## src/hw/hpsp_defs.vh

```
// Purpose: Constants for the host parallel slave port
// Assumes: Included by hw/hpsp_port.v; hw/hpsp_fifo.v does not include it
// Notes: Behaviour list below
//
// Behaviour
// - Drive data bus only during select and read
// - Select plus write strobe makes bus input
// - Decode word by address and mode inputs
// - Capture write word at write strobe rise
// - Present read word when read strobe falls
// - Mode 0: raise request while data pending
// - Host read access clears the request
// - Mode 0: type input picks data/status/control
// - Mode 1: ignore the type input
// - Strobes ignored while select is high
// - Mode input low control, high fast
// - Mode 1: ready flag shows access status
// - Upper byte used only in fast mode
`ifndef HPSP_DEFS_VH
`define HPSP_DEFS_VH
`define HPSP_DATA_W 16
`define HPSP_FIFO_DEPTH 8
`define HPSP_STATUS_RST 16'h0000
`define HPSP_STAT_TXVALID 0
`define HPSP_STAT_RXREADY 1
`define HPSP_STAT_MODE 2
`define HPSP_READY_HOLD 2'h2
`endif

```

## src/hw/hpsp_port.v

```verilog
// Purpose: Host parallel slave port, device side
// Assumes: Host strobes asynchronous to core_clk, synchronised here
// Notes: Read data FIFO feeds host; host writes go to user port
`include "hpsp_defs.vh"
`timescale 1ns/10ps
module hpsp_port #(
    parameter DW = `HPSP_DATA_W,
    parameter DEPTH = `HPSP_FIFO_DEPTH,
    parameter AW = 3
)
(
    input wire core_clk,
    input wire rst,
    input wire hostSelectN,
    input wire hostReadN,
    input wire hostWriteN,
    input wire transferTypeSelect,
    input wire transferModeSelect,
    input wire [7:0] hostDataLowByteIn,
    input wire [7:0] hostDataHighByteIn,
    output reg [7:0] hostDataLowByteOut,
    output reg [7:0] hostDataHighByteOut,
    output reg hostDataLowByteOe,
    output reg hostDataHighByteOe,
    output reg hostIrq,
    output reg transferReadyFlag,
    input wire txValid,
    output wire txReady,
    input wire [DW-1:0] txData,
    input wire [DW-1:0] statusWord,
    output reg rxDataValid,
    output reg rxCtrlValid,
    output reg rxFast,
    output reg [DW-1:0] rxWord,
    output reg [DW-1:0] statusOut
);
    // ------------------------------------------------------------
    // Pin synchronisers
    // ------------------------------------------------------------
    reg [2:0] meta_r;
    reg [2:0] sync_r;
    reg [1:0] modeMeta_r;
    reg [1:0] modeSync_r;
    reg [7:0] lowMeta_r;
    reg [7:0] lowSync_r;
    reg [7:0] highMeta_r;
    reg [7:0] highSync_r;
    reg selPrev_r;
    reg rdPrev_r;
    reg wrPrev_r;
    always @(posedge core_clk)
    begin
        meta_r <= {hostSelectN, hostReadN, hostWriteN};
        sync_r <= meta_r;
        modeMeta_r <= {transferModeSelect, transferTypeSelect};
        modeSync_r <= modeMeta_r;
        lowMeta_r <= hostDataLowByteIn;
        lowSync_r <= lowMeta_r;
        highMeta_r <= hostDataHighByteIn;
        highSync_r <= highMeta_r;
    end
    wire selN = sync_r[2];
    wire rdN = sync_r[1];
    wire wrN = sync_r[0];
    wire fastMode = modeSync_r[1];
    wire typeSel = modeSync_r[0] & ~fastMode;
    wire readAct = !selN && !rdN;
    wire readStart = readAct && (rdPrev_r || selPrev_r);
    wire readEnd = !readAct && !(rdPrev_r || selPrev_r);
    wire writeDone = wrN && !wrPrev_r && !selN;
    // ------------------------------------------------------------
    // Outgoing data FIFO
    // ------------------------------------------------------------
    wire fifoValid;
    wire [DW-1:0] fifoData;
    wire popData = readStart && (fastMode || !typeSel);
    hpsp_fifo #(.WIDTH(DW), .DEPTH(DEPTH), .AW(AW)) u_fifo (
        .core_clk(core_clk),
        .rst(rst),
        .inValid(txValid),
        .inReady(txReady),
        .inData(txData),
        .outValid(fifoValid),
        .outReady(popData),
        .outData(fifoData)
    );
    // ------------------------------------------------------------
    // Read path and strobes
    // ------------------------------------------------------------
    reg [DW-1:0] readWord;
    reg [1:0] rdyCnt_r;
    always @*
    begin
        if (!fastMode && typeSel)
        begin
            readWord = statusWord;
        end
        else
        begin
            readWord = fifoValid ? fifoData : {DW{1'b0}};
        end
    end
    always @(posedge core_clk)
    begin
        if (rst)
        begin
            selPrev_r <= 1'b1;
            rdPrev_r <= 1'b1;
            wrPrev_r <= 1'b1;
            hostDataLowByteOut <= 8'h00;
            hostDataHighByteOut <= 8'h00;
            hostDataLowByteOe <= 1'b0;
            hostDataHighByteOe <= 1'b0;
            hostIrq <= 1'b0;
            transferReadyFlag <= 1'b1;
            rdyCnt_r <= 2'b00;
            rxDataValid <= 1'b0;
            rxCtrlValid <= 1'b0;
            rxFast <= 1'b0;
            rxWord <= {DW{1'b0}};
            statusOut <= `HPSP_STATUS_RST;
        end
        else
        begin
            selPrev_r <= selN;
            rdPrev_r <= rdN;
            wrPrev_r <= wrN;
            rxDataValid <= 1'b0;
            rxCtrlValid <= 1'b0;
            statusOut <= {{(DW-3){1'b0}}, fastMode, !hostIrq, fifoValid};
            if (readStart)
            begin
                hostDataLowByteOut <= readWord[7:0];
                hostDataHighByteOut <= readWord[15:8];
                hostDataLowByteOe <= 1'b1;
                hostDataHighByteOe <= fastMode;
            end
            else if (!readAct)
            begin
                hostDataLowByteOe <= 1'b0;
                hostDataHighByteOe <= 1'b0;
            end
            if (readAct)
            begin
                hostIrq <= 1'b0;
            end
            else
            begin
                hostIrq <= !fastMode && fifoValid;
            end
            if (writeDone)
            begin
                rxWord <= fastMode ? {highSync_r, lowSync_r}
                                   : {8'h00, lowSync_r};
                rxDataValid <= fastMode || !typeSel;
                rxCtrlValid <= !fastMode && typeSel;
                rxFast <= fastMode;
            end
            if (readStart || (!wrN && !selN))
            begin
                transferReadyFlag <= 1'b0;
                rdyCnt_r <= `HPSP_READY_HOLD;
            end
            else if (readEnd || writeDone || rdyCnt_r != 2'b00)
            begin
                if (rdyCnt_r != 2'b00)
                begin
                    rdyCnt_r <= rdyCnt_r - 2'b01;
                end
                transferReadyFlag <= (rdyCnt_r <= 2'b01) && !readAct
                                     && (wrN || selN);
            end
        end
    end
endmodule

```

## src/hw/hpsp_fifo.v

```verilog
// Purpose: Synchronous FIFO with valid/ready on both sides
// Assumes: Single clock, synchronous active-high reset
// Notes: Depth must be a power of two
`timescale 1ns/10ps
module hpsp_fifo #(
    parameter WIDTH = 16,
    parameter DEPTH = 8,
    parameter AW = 3
)
(
    input wire core_clk,
    input wire rst,
    input wire inValid,
    output wire inReady,
    input wire [WIDTH-1:0] inData,
    output wire outValid,
    input wire outReady,
    output wire [WIDTH-1:0] outData
);
    reg [WIDTH-1:0] mem [0:DEPTH-1];
    reg [AW:0] wrPtr_r;
    reg [AW:0] rdPtr_r;
    wire full;
    wire empty;
    assign empty = (wrPtr_r == rdPtr_r);
    assign full = (wrPtr_r[AW-1:0] == rdPtr_r[AW-1:0]) &&
                  (wrPtr_r[AW] != rdPtr_r[AW]);
    assign inReady = !full;
    assign outValid = !empty;
    assign outData = mem[rdPtr_r[AW-1:0]];
    always @(posedge core_clk)
    begin
        if (inValid && !full)
        begin
            mem[wrPtr_r[AW-1:0]] <= inData;
        end
    end
    always @(posedge core_clk)
    begin
        if (rst)
        begin
            wrPtr_r <= {(AW+1){1'b0}};
            rdPtr_r <= {(AW+1){1'b0}};
        end
        else
        begin
            if (inValid && !full)
            begin
                wrPtr_r <= wrPtr_r + 1'b1;
            end
            if (outReady && !empty)
            begin
                rdPtr_r <= rdPtr_r + 1'b1;
            end
        end
    end
endmodule

```

## config.mk

```make
export PLATFORM = sky130hd
export DESIGN_NAME = hpsp_port
export DESIGN_NICKNAME = d
export VERILOG_FILES = /design/src/hw/hpsp_port.v /design/src/hw/hpsp_fifo.v
export VERILOG_INCLUDE_DIRS = /design/src /design/src/hw
export SDC_FILE = /design/constraint.sdc
export NUM_CORES = 1
export LEC_CHECK = 0
export ABC_CLOCK_PERIOD_IN_PS = 3600
export BUFFER_PORTS_ARGS = -buffer_cell sky130_fd_sc_hd__buf_4
export CAP_MARGIN = 20
export CORE_AREA = 3 3 117 130
export CTS_BUF_LIST = sky130_fd_sc_hd__clkbuf_4 sky130_fd_sc_hd__clkbuf_8
export DETAILED_ROUTE_END_ITERATION = 8
export DIE_AREA = 0 0 120 133
export PLACE_DENSITY = 0.79
export SLEW_MARGIN = 20
export SYNTH_ARGS = -nofsm -noshare
export SYNTH_HDL_FRONTEND = slang
export SYNTH_SLANG_ARGS = --single-unit
```

## constraint.sdc

```tcl
create_clock -name core_clk -period 3.6 [get_ports core_clk]
set_clock_uncertainty 0.1 [all_clocks]
set_input_delay 0.18 -clock core_clk [delete_from_list [all_inputs] [get_ports core_clk]]
set_output_delay 0.18 -clock core_clk [all_outputs]
set_load 0.02 [all_outputs]
```

# --- Yosys cells after proc, flatten, opt, wreduce, memory -nomap -nowiden ---
# Memory sizes are Yosys's and may differ from the RTL's. A register that Yosys moved wholly into a read port is not among the register bits.
# Index checks and enable logic that the tools add are counted.
classes:
  add_sub_neg: 3
  n_mul: 0
  n_div: 0
  n_lt_le_gt_ge: 1
  eq_ne: 4
  shift: 0
  mux: 15
  n_bitwise: 3
  n_reduce_logical: 39
op_table:
  columns: ["op", "count"]
  rows:
  - ["two-way mux 16 bit", 3]
  - ["logical AND 1 bit", 14]
  - ["logical NOT 1 bit", 11]
  - ["adder 4 x 1 -> 4 bit (second input constant)", 2]
  - ["two-way mux 1 bit", 7]
  - ["logical OR 1 bit", 6]
  - ["two-way mux 2 bit", 3]
  - ["two-way mux 3 bit", 2]
  - ["nonzero test 2 bit", 3]
  - ["OR reduction 2 bit", 3]
  - ["== test 4 bit", 1]
  - ["AND reduction 2 bit", 2]
  - ["== test 3 bit", 1]
  - ["<= comparator 2 x 1 -> 1 bit (second input constant)", 1]
  - ["inequality test 2 x 1 -> 1 bit (second input constant)", 1]
  - ["inverter 1 bit", 2]
  - ["subtractor 2 x 1 -> 2 bit (second input constant)", 1]
  - ["AND 1 bit", 1]
  - ["inequality test 1 bit", 1]
totals:
  regBits: 110
  latchBits: 0
  ram_bits: 128
  romBits: 0
  inputBits: 56
  out_inout_bits: 56
  elab_cells: 93
  n_memories: 1
memory_table:
  columns: ["name", "depth", "word_bits", "rd", "rd_clocked_by_memory_dff", "write_ports", "line", "text"]
  rows:
  - ["u_fifo.mem", 8, 16, 1, 1, 1, "hpsp_fifo.v:20", "reg [WIDTH-1:0] mem [0:DEPTH-1];"]

# --- Longest topological paths before layout ---
# Gate-level depths: netlist (run 1).
depth:
  ltp_word: 8
  ltp_mapped: 8
  ltp_nobuf: 4

# --- By module ---
# Synthesis (run 1) repeated with hierarchy kept, for this count alone.
unflattened:
  hier_cells: 547
  area_unflattened_um2: 8443.1
modules_own_cells:
  columns: ["mod", "instances", "cells_each", "area_each_um2", "seq_area_each_um2"]
  rows:
  - ["hpsp_fifo", 1, 270, 5561.6, 4063.9]
  - ["hpsp_port", 1, 277, 2881.5, 1781.7]

# --- Least setup slack after synthesis (run 1) ---
# Ideal clock, no wire load.
synth_timing:
  path_type: "reg-to-reg"
  from: "register u_fifo.wrPtr_r[0]"
  to: "register u_fifo.wrPtr_r[3]"
  setup_time_ns: 0.121
  t_arrival_ns: 2.493
  t_required_ns: 3.379
  setup_slack_ns: 0.886
  path_stages_with_launch: 6
  path_buffers: 1
  synth_period_minus_slack_ns: 2.714
  cell_sequence: "dfxtp_1 -> buf_2 -> xnor2_1 -> a41o_1 -> nor3_1 -> mux2_2"
synth_via:
  elab_chain_cells: 4
  word_cells_on_any_way: 5
  classes_between: "1 x add/sub; 1 x eq/ne; 3 x reduce/logical"
synth_rtl:
  columns: ["item", "line", "text"]
  rows:
  - ["from (decl)", "hpsp_fifo.v:21", "reg [AW:0] wrPtr_r;"]
  - ["from (signal assigned)", "hpsp_fifo.v:42", "wrPtr_r <= {(AW+1){1'b0}};"]
  - ["from (signal assigned)", "hpsp_fifo.v:49", "wrPtr_r <= wrPtr_r + 1'b1;"]
  - ["branches (longest 4 deep; another with adder 4 x 1 -> 4 bit)", null, null]
# Parallel ways; which one is timed is not known.
# A chain may end at the register's enable or synchronous reset.

# --- Final worst setup path (run 1) ---
layout_timing:
  from: "register selPrev_r"
  to: "register u_fifo.rdPtr_r[2]"
layout_via:
  elab_chain_cells: 4
layout_rtl:
  columns: ["item", "line", "text"]
  rows:
  - ["from (decl)", "hpsp_port.v:48", "reg selPrev_r;"]
  - ["from (signal assigned)", "hpsp_port.v:125", "selPrev_r <= selN;"]
  - ["logical OR 1 bit", "hpsp_port.v:68", "wire readStart = readAct && (rdPrev_r || selPrev_r);"]
  - ["logical AND 1 bit", "hpsp_port.v:68", null]
  - ["logical AND 1 bit", "hpsp_port.v:76", "wire popData = readStart && (fastMode || !typeSel);"]
  - ["logical AND 1 bit", "hpsp_fifo.v:51", "if (outReady && !empty)"]
  - ["to (signal assigned)", "hpsp_fifo.v:43", "rdPtr_r <= {(AW+1){1'b0}};"]
  - ["to (signal assigned)", "hpsp_fifo.v:53", "rdPtr_r <= rdPtr_r + 1'b1;"]
  - ["to (decl)", "hpsp_fifo.v:22", "reg [AW:0] rdPtr_r;"]
# No other way between the ends.

==> results of run 1 <==
## layer usage
metal	vias to the layer above	global-route usage
li1	2422	-
met1	2567	0.283
met2	241	0.377
met3	36	0.0552
met4	0	0.0827
met5	-	0
## layout by cell type, fill, tap and decap left out, drive strengths merged, types with 3 or more instances in the layout
cell type and count:
a21oi 38, a22oi 16, and4 15, buf 113
clkbuf 48, clkinv 9, conb 13, dfxtp 100
dlygate4sd3 46, edfxtp 128, inv 4, mux2 4
mux2i 42, mux4 13, nand2 36, nand2b 3
nand3 11, nor2 22, nor2b 7, nor3 5
nor4 5, o2111ai 3, o221ai 13, o22ai 15
or2 4, xnor2 3
## stage by stage
step	setup slack, ns	hold WS (ns)	instance area (µm²)
2_1_floorplan	0.886	0.108	8260
3_3_place_gp	1.32	0.186	9100
3_5_place_dp	1.25	0.186	9100
4_1_cts	1.24	0.000202	10200
5_1_grt	1.06	0.0314	10200
6_report	1.21	0.0265	10200
## worst reg2reg max path, cell delays in order, from the launching register on
cell	delay, ns
dfxtp_1	0.32
or2_2	0.35
nand2_1	0.56
nor4_1	0.57
mux2_2	0.38
## report_power, final
part | total, µW | internal [µW] | switching, µW
clock network | 2020 | 1100 | 925
registers | 2900 | 2840 | 54.7
logic | 399 | 188 | 212
## final timing paths
path                  from               endpoint  slack (ns)  cells after the start
min          statusWord[2]  hostDataLowByteOut[2]        0.03                      4
min reg2reg   lowMeta_r[3]           lowSync_r[3]        0.22                      0
max              selPrev_r      u_fifo.rdPtr_r[2]        1.21                      4
max reg2reg      selPrev_r      u_fifo.rdPtr_r[2]        1.21                      4
## Yosys cell counts (5+ instances only)
| cell type | number | area share |
|---|---|---|
| mux4_2 | 13 | 0.036 |
| buf_4 | 15 | 0.014 |
| clkbuf_1 | 23 | 0.011 |
| buf_2 | 7 | 0.0043 |
| dfxtp_1 | 100 | 0.24 |
| o22ai_1 | 15 | 0.011 |
| nor2_1 | 22 | 0.010 |
| nor4_1 | 5 | 0.0038 |
| o221ai_1 | 13 | 0.014 |
| and4_1 | 15 | 0.016 |
| nor2b_1 | 7 | 0.0053 |
| edfxtp_1 | 128 | 0.47 |
| nand3_1 | 11 | 0.0067 |
| a21oi_1 | 38 | 0.023 |
| mux2i_1 | 42 | 0.051 |
| a22oi_1 | 16 | 0.015 |
| nand2_1 | 36 | 0.016 |
## registers in the layout, indices dropped and copies added (netlist names), 3 cells and up, named ones only
register / cells
meta_r: 3
sync_r: 3
u_fifo.wrPtr_r: 4
lowSync_r: 8
lowMeta_r: 8
u_fifo.rdPtr_r: 4
statusOut: 3
hostDataLowByteOut: 8
hostDataHighByteOut: 8
highMeta_r: 8
rxWord: 16
u_fifo.mem: 128
highSync_r: 8
## cell type report
type | count | area, µm²
Clock buffer | 48 | 611
Clock inverter | 11 | 55.1
Fill cell | 857 | 3680
Inverter | 4 | 15.0
Multi-Input combinational cell | 291 | 2140
Sequential cell | 228 | 5850
Tap cell | 188 | 235
Timing Repair Buffer | 159 | 1320
## logic make-up (layout without fill, tap and decap cells)
| family | after synthesis | count (layout) | share of synthesized area |
|---|---|---|---|
| simple gates | 120 | 120 | 0.0791 |
| mux | 59 | 59 | 0.0923 |
| other cells | 1 | 13 | 0.000457 |
| xor+xnor | 5 | 5 | 0.00533 |
| flops | 228 | 228 | 0.712 |
| compound gates | 92 | 92 | 0.0728 |
| buf+inv | 54 | 222 | 0.0353 |
| fa+ha+maj | 2 | 2 | 0.00305 |
==> out/metrics.yaml, run 1 <==
global_route:
  grt_max_degree: 61
  groute.usage.overall: 0.224
  grt_pass1_vias: 5340
  antenna_found_initial: 0
  grt_pass1_wl_um: 27800
  gr-total-overflow: 0
yosys:
  async_flop_share: 0
  syn_area_um2: 8210
  ys.flop_type: "edfxtp_1"
  synth_edf_count: 128
  yosys_warnings: 0
  synthCells: 561
  ys_ff_latch: 228
  ys_types: 46
  syn_area_per_cell_um2: 14.6
  seq_area_frac_synth: 0.712
cts:
  clock_sinks: 228
  cts_buffers: 36
  cts_tree: "yes"
  insertion_delay_ns: 0.52
  clockBufferDepth: 3
  cts_htree_levels: 2
  cts_root_buffer: "clkbuf_8"
  ctsHoldBuffers: 46
  clkTransAtPathRegs_ns: 0.06
  postCtsSetupBuffers: 0
  cts_resized: 0
floorplanning:
  die-width_um: 120
  die_area_um2: 16000
  rows: 45
  core_area_um2: 13900
  die_y_um: 133
  ios: 112
  start_util: 0.591
drt:
  wl_per_cell_um: 19.4
  remaining_drc_errors: 0
  first_pass_iters: 5
  num_vias: 5266
  ant_nets: 0
  top_layer_used: "met4"
  detail_route.vias_per_cell: 5.67
  met3_length_um: 1420
  wl_met2_um: 8950
  wl_met1_um: 7240
  drt_iter0_drc: 453
  routed_wl_um: 18000
pwr:
  power_density_nw_per_um2: 520
  power_uw: 5320
  leakage_uw: 0.00367
  vdd_ir_drop_max_mv: 0.384
worst_setup_path:
  path_class: "register to register"
  path_max_fanout: 21
  cp.required_ns: 3.90
  path_cells: "or2_2 -> nand2_1 -> nor4_1 -> mux2_2"
  cp_slowest_stage_delay_ns: 0.57
  setup.worst_path.start_class: "register"
  crit_slowest_cell: "nor4_1"
  end_kind: "register"
  critPathBufInv: 0
  worstPathArrival_ns: 2.68
  path_delay_family: "simple AND/OR/NAND/NOR gates"
timing:
  fmax_ghz: 0.419
  setup_violations: 0
  max_slew_margin: 0.269
  post-route-period-util: 0.663
  worstMarginPinSlew_ns: 1.09
  finalSetupTns_ns: 0
  finalHoldViolCount: 0
  rsz0062_at_grt: "no"
  min_period_ns: 2.39
  drv_slew: 0
final_layout:
  fin_util: 0.735
  layout-drive-gt1-share: 0.266
  n_antenna_cell: 0
  layout.cells.non_filler: 929
  nNetsFinal: 778
  area_delta_synth_final_pct: 24.4
status:
  status: "completed"
worst_hold_path:
  hold_path_class: "primary input to register"
placement:
  dp_cells: 824
  hpwl_um: 10600
  port_buffers: 98
  routabilityCongestion: 0.798
run:
  maxCapViolations: 0
Note: power is estimated with default switching activity, not from simulation.
==> run 2, diff against run 1 <==
Settings changed: ABC_CLOCK_PERIOD_IN_PS 3600 to 2300.
Clock period 3.6 ns to 2.3 ns, I/O delays scaled along.
==> out/metrics.yaml, run 2 (synthesized netlist as in run 1, its figures left out) <==
global_route:
  grt_max_degree: 39  # -36%
  antenna_found_initial: 0  # unchanged
  grt_pass1_vias: 5709  # +6.9%
  grt_pass1_wl_um: 29500  # +6.2%
  groute.usage.overall: 0.240  # +0.0153
  gr-total-overflow: 0  # unchanged
pwr:
  switchingPower_uw: 1950  # +64%
  power_density_nw_per_um2: 846  # +63%
  p_clk_frac: 0.417  # +0.037
  leakage_uw: 0.00383  # +4.2%
  vdd_ir_drop_max_mv: 0.614  # +60%
  seqPwrFrac: 0.508  # -0.037
  sw_frac_of_total: 0.220  # -0.00441
  power_frac_comb: 0.075  # about the same
  intPower_uw: 6940  # +68%
floorplanning:
  rows: 45  # unchanged
  core_area_um2: 13900  # unchanged
  ios: 112  # unchanged
  die_area_um2: 16000  # unchanged
  die-width_um: 120  # unchanged
  die_y_um: 133  # unchanged
  start_util: 0.591  # unchanged
cts:
  cts_tree: "yes"
  cts_htree_levels: 2  # unchanged
  postCtsSetupBuffers: 0  # unchanged
  clock_sinks: 228  # unchanged
  cts_root_buffer: "clkbuf_8"
  cts_resized: 0  # unchanged
  clkTransAtPathRegs_ns: 0.06  # about the same
  insertion_delay_ns: 0.51  # about the same
  cts_buffers: 36  # unchanged
  ctsHoldBuffers: 53  # +15%
  clockBufferDepth: 3  # unchanged
drt:
  routed_wl_um: 18900  # +4.8%
  drt_iter0_drc: 483  # +6.6%
  remaining_drc_errors: 0  # unchanged
  detail_route.vias_per_cell: 5.68  # +0.18%
  ant_nets: 0  # unchanged
  num_vias: 5406  # +2.7%
  wl_per_cell_um: 19.8  # +2.3%
  first_pass_iters: 5  # unchanged
worst_setup_path:
  path_max_fanout: 16  # -24%
  cp.required_ns: 2.56  # -1.34 ns
  setup.worst_path.start_class: "register"
  end_kind: "register"
  worstPathArrival_ns: 2.44  # -0.24 ns
  path_class: "register to register"
final_layout:
  layout-drive-gt1-share: 0.281  # +0.0156
  final_cell_mix: "edfxtp_1 (128), buf_4 (121), dfxtp_1 (99), dlygate4sd3_1 (53), mux2i_1 (42)"
  fillers: 799  # -6.8%
  area_delta_synth_final_pct: 28.0
  layout_commonest_cell: "edfxtp_1"
  fin_area_um2: 10500  # +2.9%
  nNetsFinal: 795  # +2.2%
  ff_latch_area_um2: 5850  # unchanged
  n_antenna_cell: 0  # unchanged
  fin_util: 0.756  # +0.0210
  largest_register_ff_count: 128  # unchanged
  multi_input_area_um2: 2140  # unchanged
run:
  maxCapViolations: 0  # unchanged
timing:
  post-route-period-util: 0.950  # +0.287
  worstMarginPinSlew_ns: 0.695  # -0.397 ns
  drv_slew: 0  # unchanged
  max_slew_margin: 0.537  # +0.268
  setup_violations: 0  # unchanged
  rsz0062_at_grt: "no"
  finalHoldViolCount: 0  # unchanged
  fin_ws_ns: 0.115  # -1.10 ns
  finalSetupTns_ns: 0  # unchanged
  fmax_ghz: 0.458  # +9.2%
  min_period_ns: 2.19  # -0.202 ns
  holdWs_ns: 0.0554  # +0.0289 ns
placement:
  hpwl_um: 11300  # +6.8%
  routabilityCongestion: 0.785  # -1.6%
  port_buffers: 98  # unchanged
  post_dp_cell_area_um2: 9180  # +0.96%
  pre_cts_slack_ns: 0.158  # -1.09 ns
worst_hold_path:
  hold_path_class: "primary input to register"
status:
  status: "completed"
[run 2: changes by cell type in the layout (fill, tap and decap cells not counted)]
| cell | previous run | this run |
|---|---|---|
| clkinv_2 | 5 | 11 |
| buf_12 | 1 | 2 |
| bufinv_16 | 0 | 4 |
| clkbuf_8 | 40 | 41 |
| dlygate4sd3_1 | 46 | 53 |
| buf_4 | 112 | 121 |
| clkinv_1 | 4 | 2 |
| clkbuf_4 | 8 | 5 |
[run 2: stage by stage]
stage / instances / total power [µW]
6_report: 952 / 8890
2_1_floorplan: 573 / 4950
5_1_grt: 952 / 9190
3_5_place_dp: 834 / 5190
4_1_cts: 952 / 8930
3_3_place_gp: 834 / 5160
[run 2: final timing paths]
check	start	to	slack, ns	cells past startpoint
min reg2reg	highMeta_r[4]	highSync_r[4]	0.22	0
max	u_fifo.wrPtr_r[0]	hostDataLowByteOut[4]	0.11	4
min	statusWord[4]	hostDataLowByteOut[4]	0.06	4
max reg2reg	u_fifo.wrPtr_r[0]	hostDataLowByteOut[4]	0.11	4
[run 2: layer usage]
metal,share of wire,up-vias,global-route usage
li1,-,2456,-
met1,0.38,2647,0.281
met2,0.53,272,0.428
met3,0.074,31,0.0581
met4,0.020,0,0.0853
met5,0,-,0
[run 2: power by group through the flow]
stage | Clock, µW | Sequential [µW] | Combinational (µW)
2_1_floorplan | 0 | 4620 | 331
3_3_place_gp | 0 | 4590 | 566
3_5_place_dp | 0 | 4600 | 582
4_1_cts | 3750 | 4520 | 661
5_1_grt | 3950 | 4530 | 713
6_report | 3710 | 4520 | 663
[run 2: worst max-delay path, cell delays in order, from the launching register on]
cell and delay (ns):
dfxtp_1 0.51, xnor2_1 0.20, and4b_1 0.38, or3_1 0.60, o22ai_1 0.22
[run 2: final cells by class]
type,count,area share
sequential,228,0.556
clock buffer,46,0.0572
tap,188,0.0224
timing repair buffer,176,0.141
multi-input combinational,291,0.203
inverter,4,0.00143
clock inverter,19,0.0188
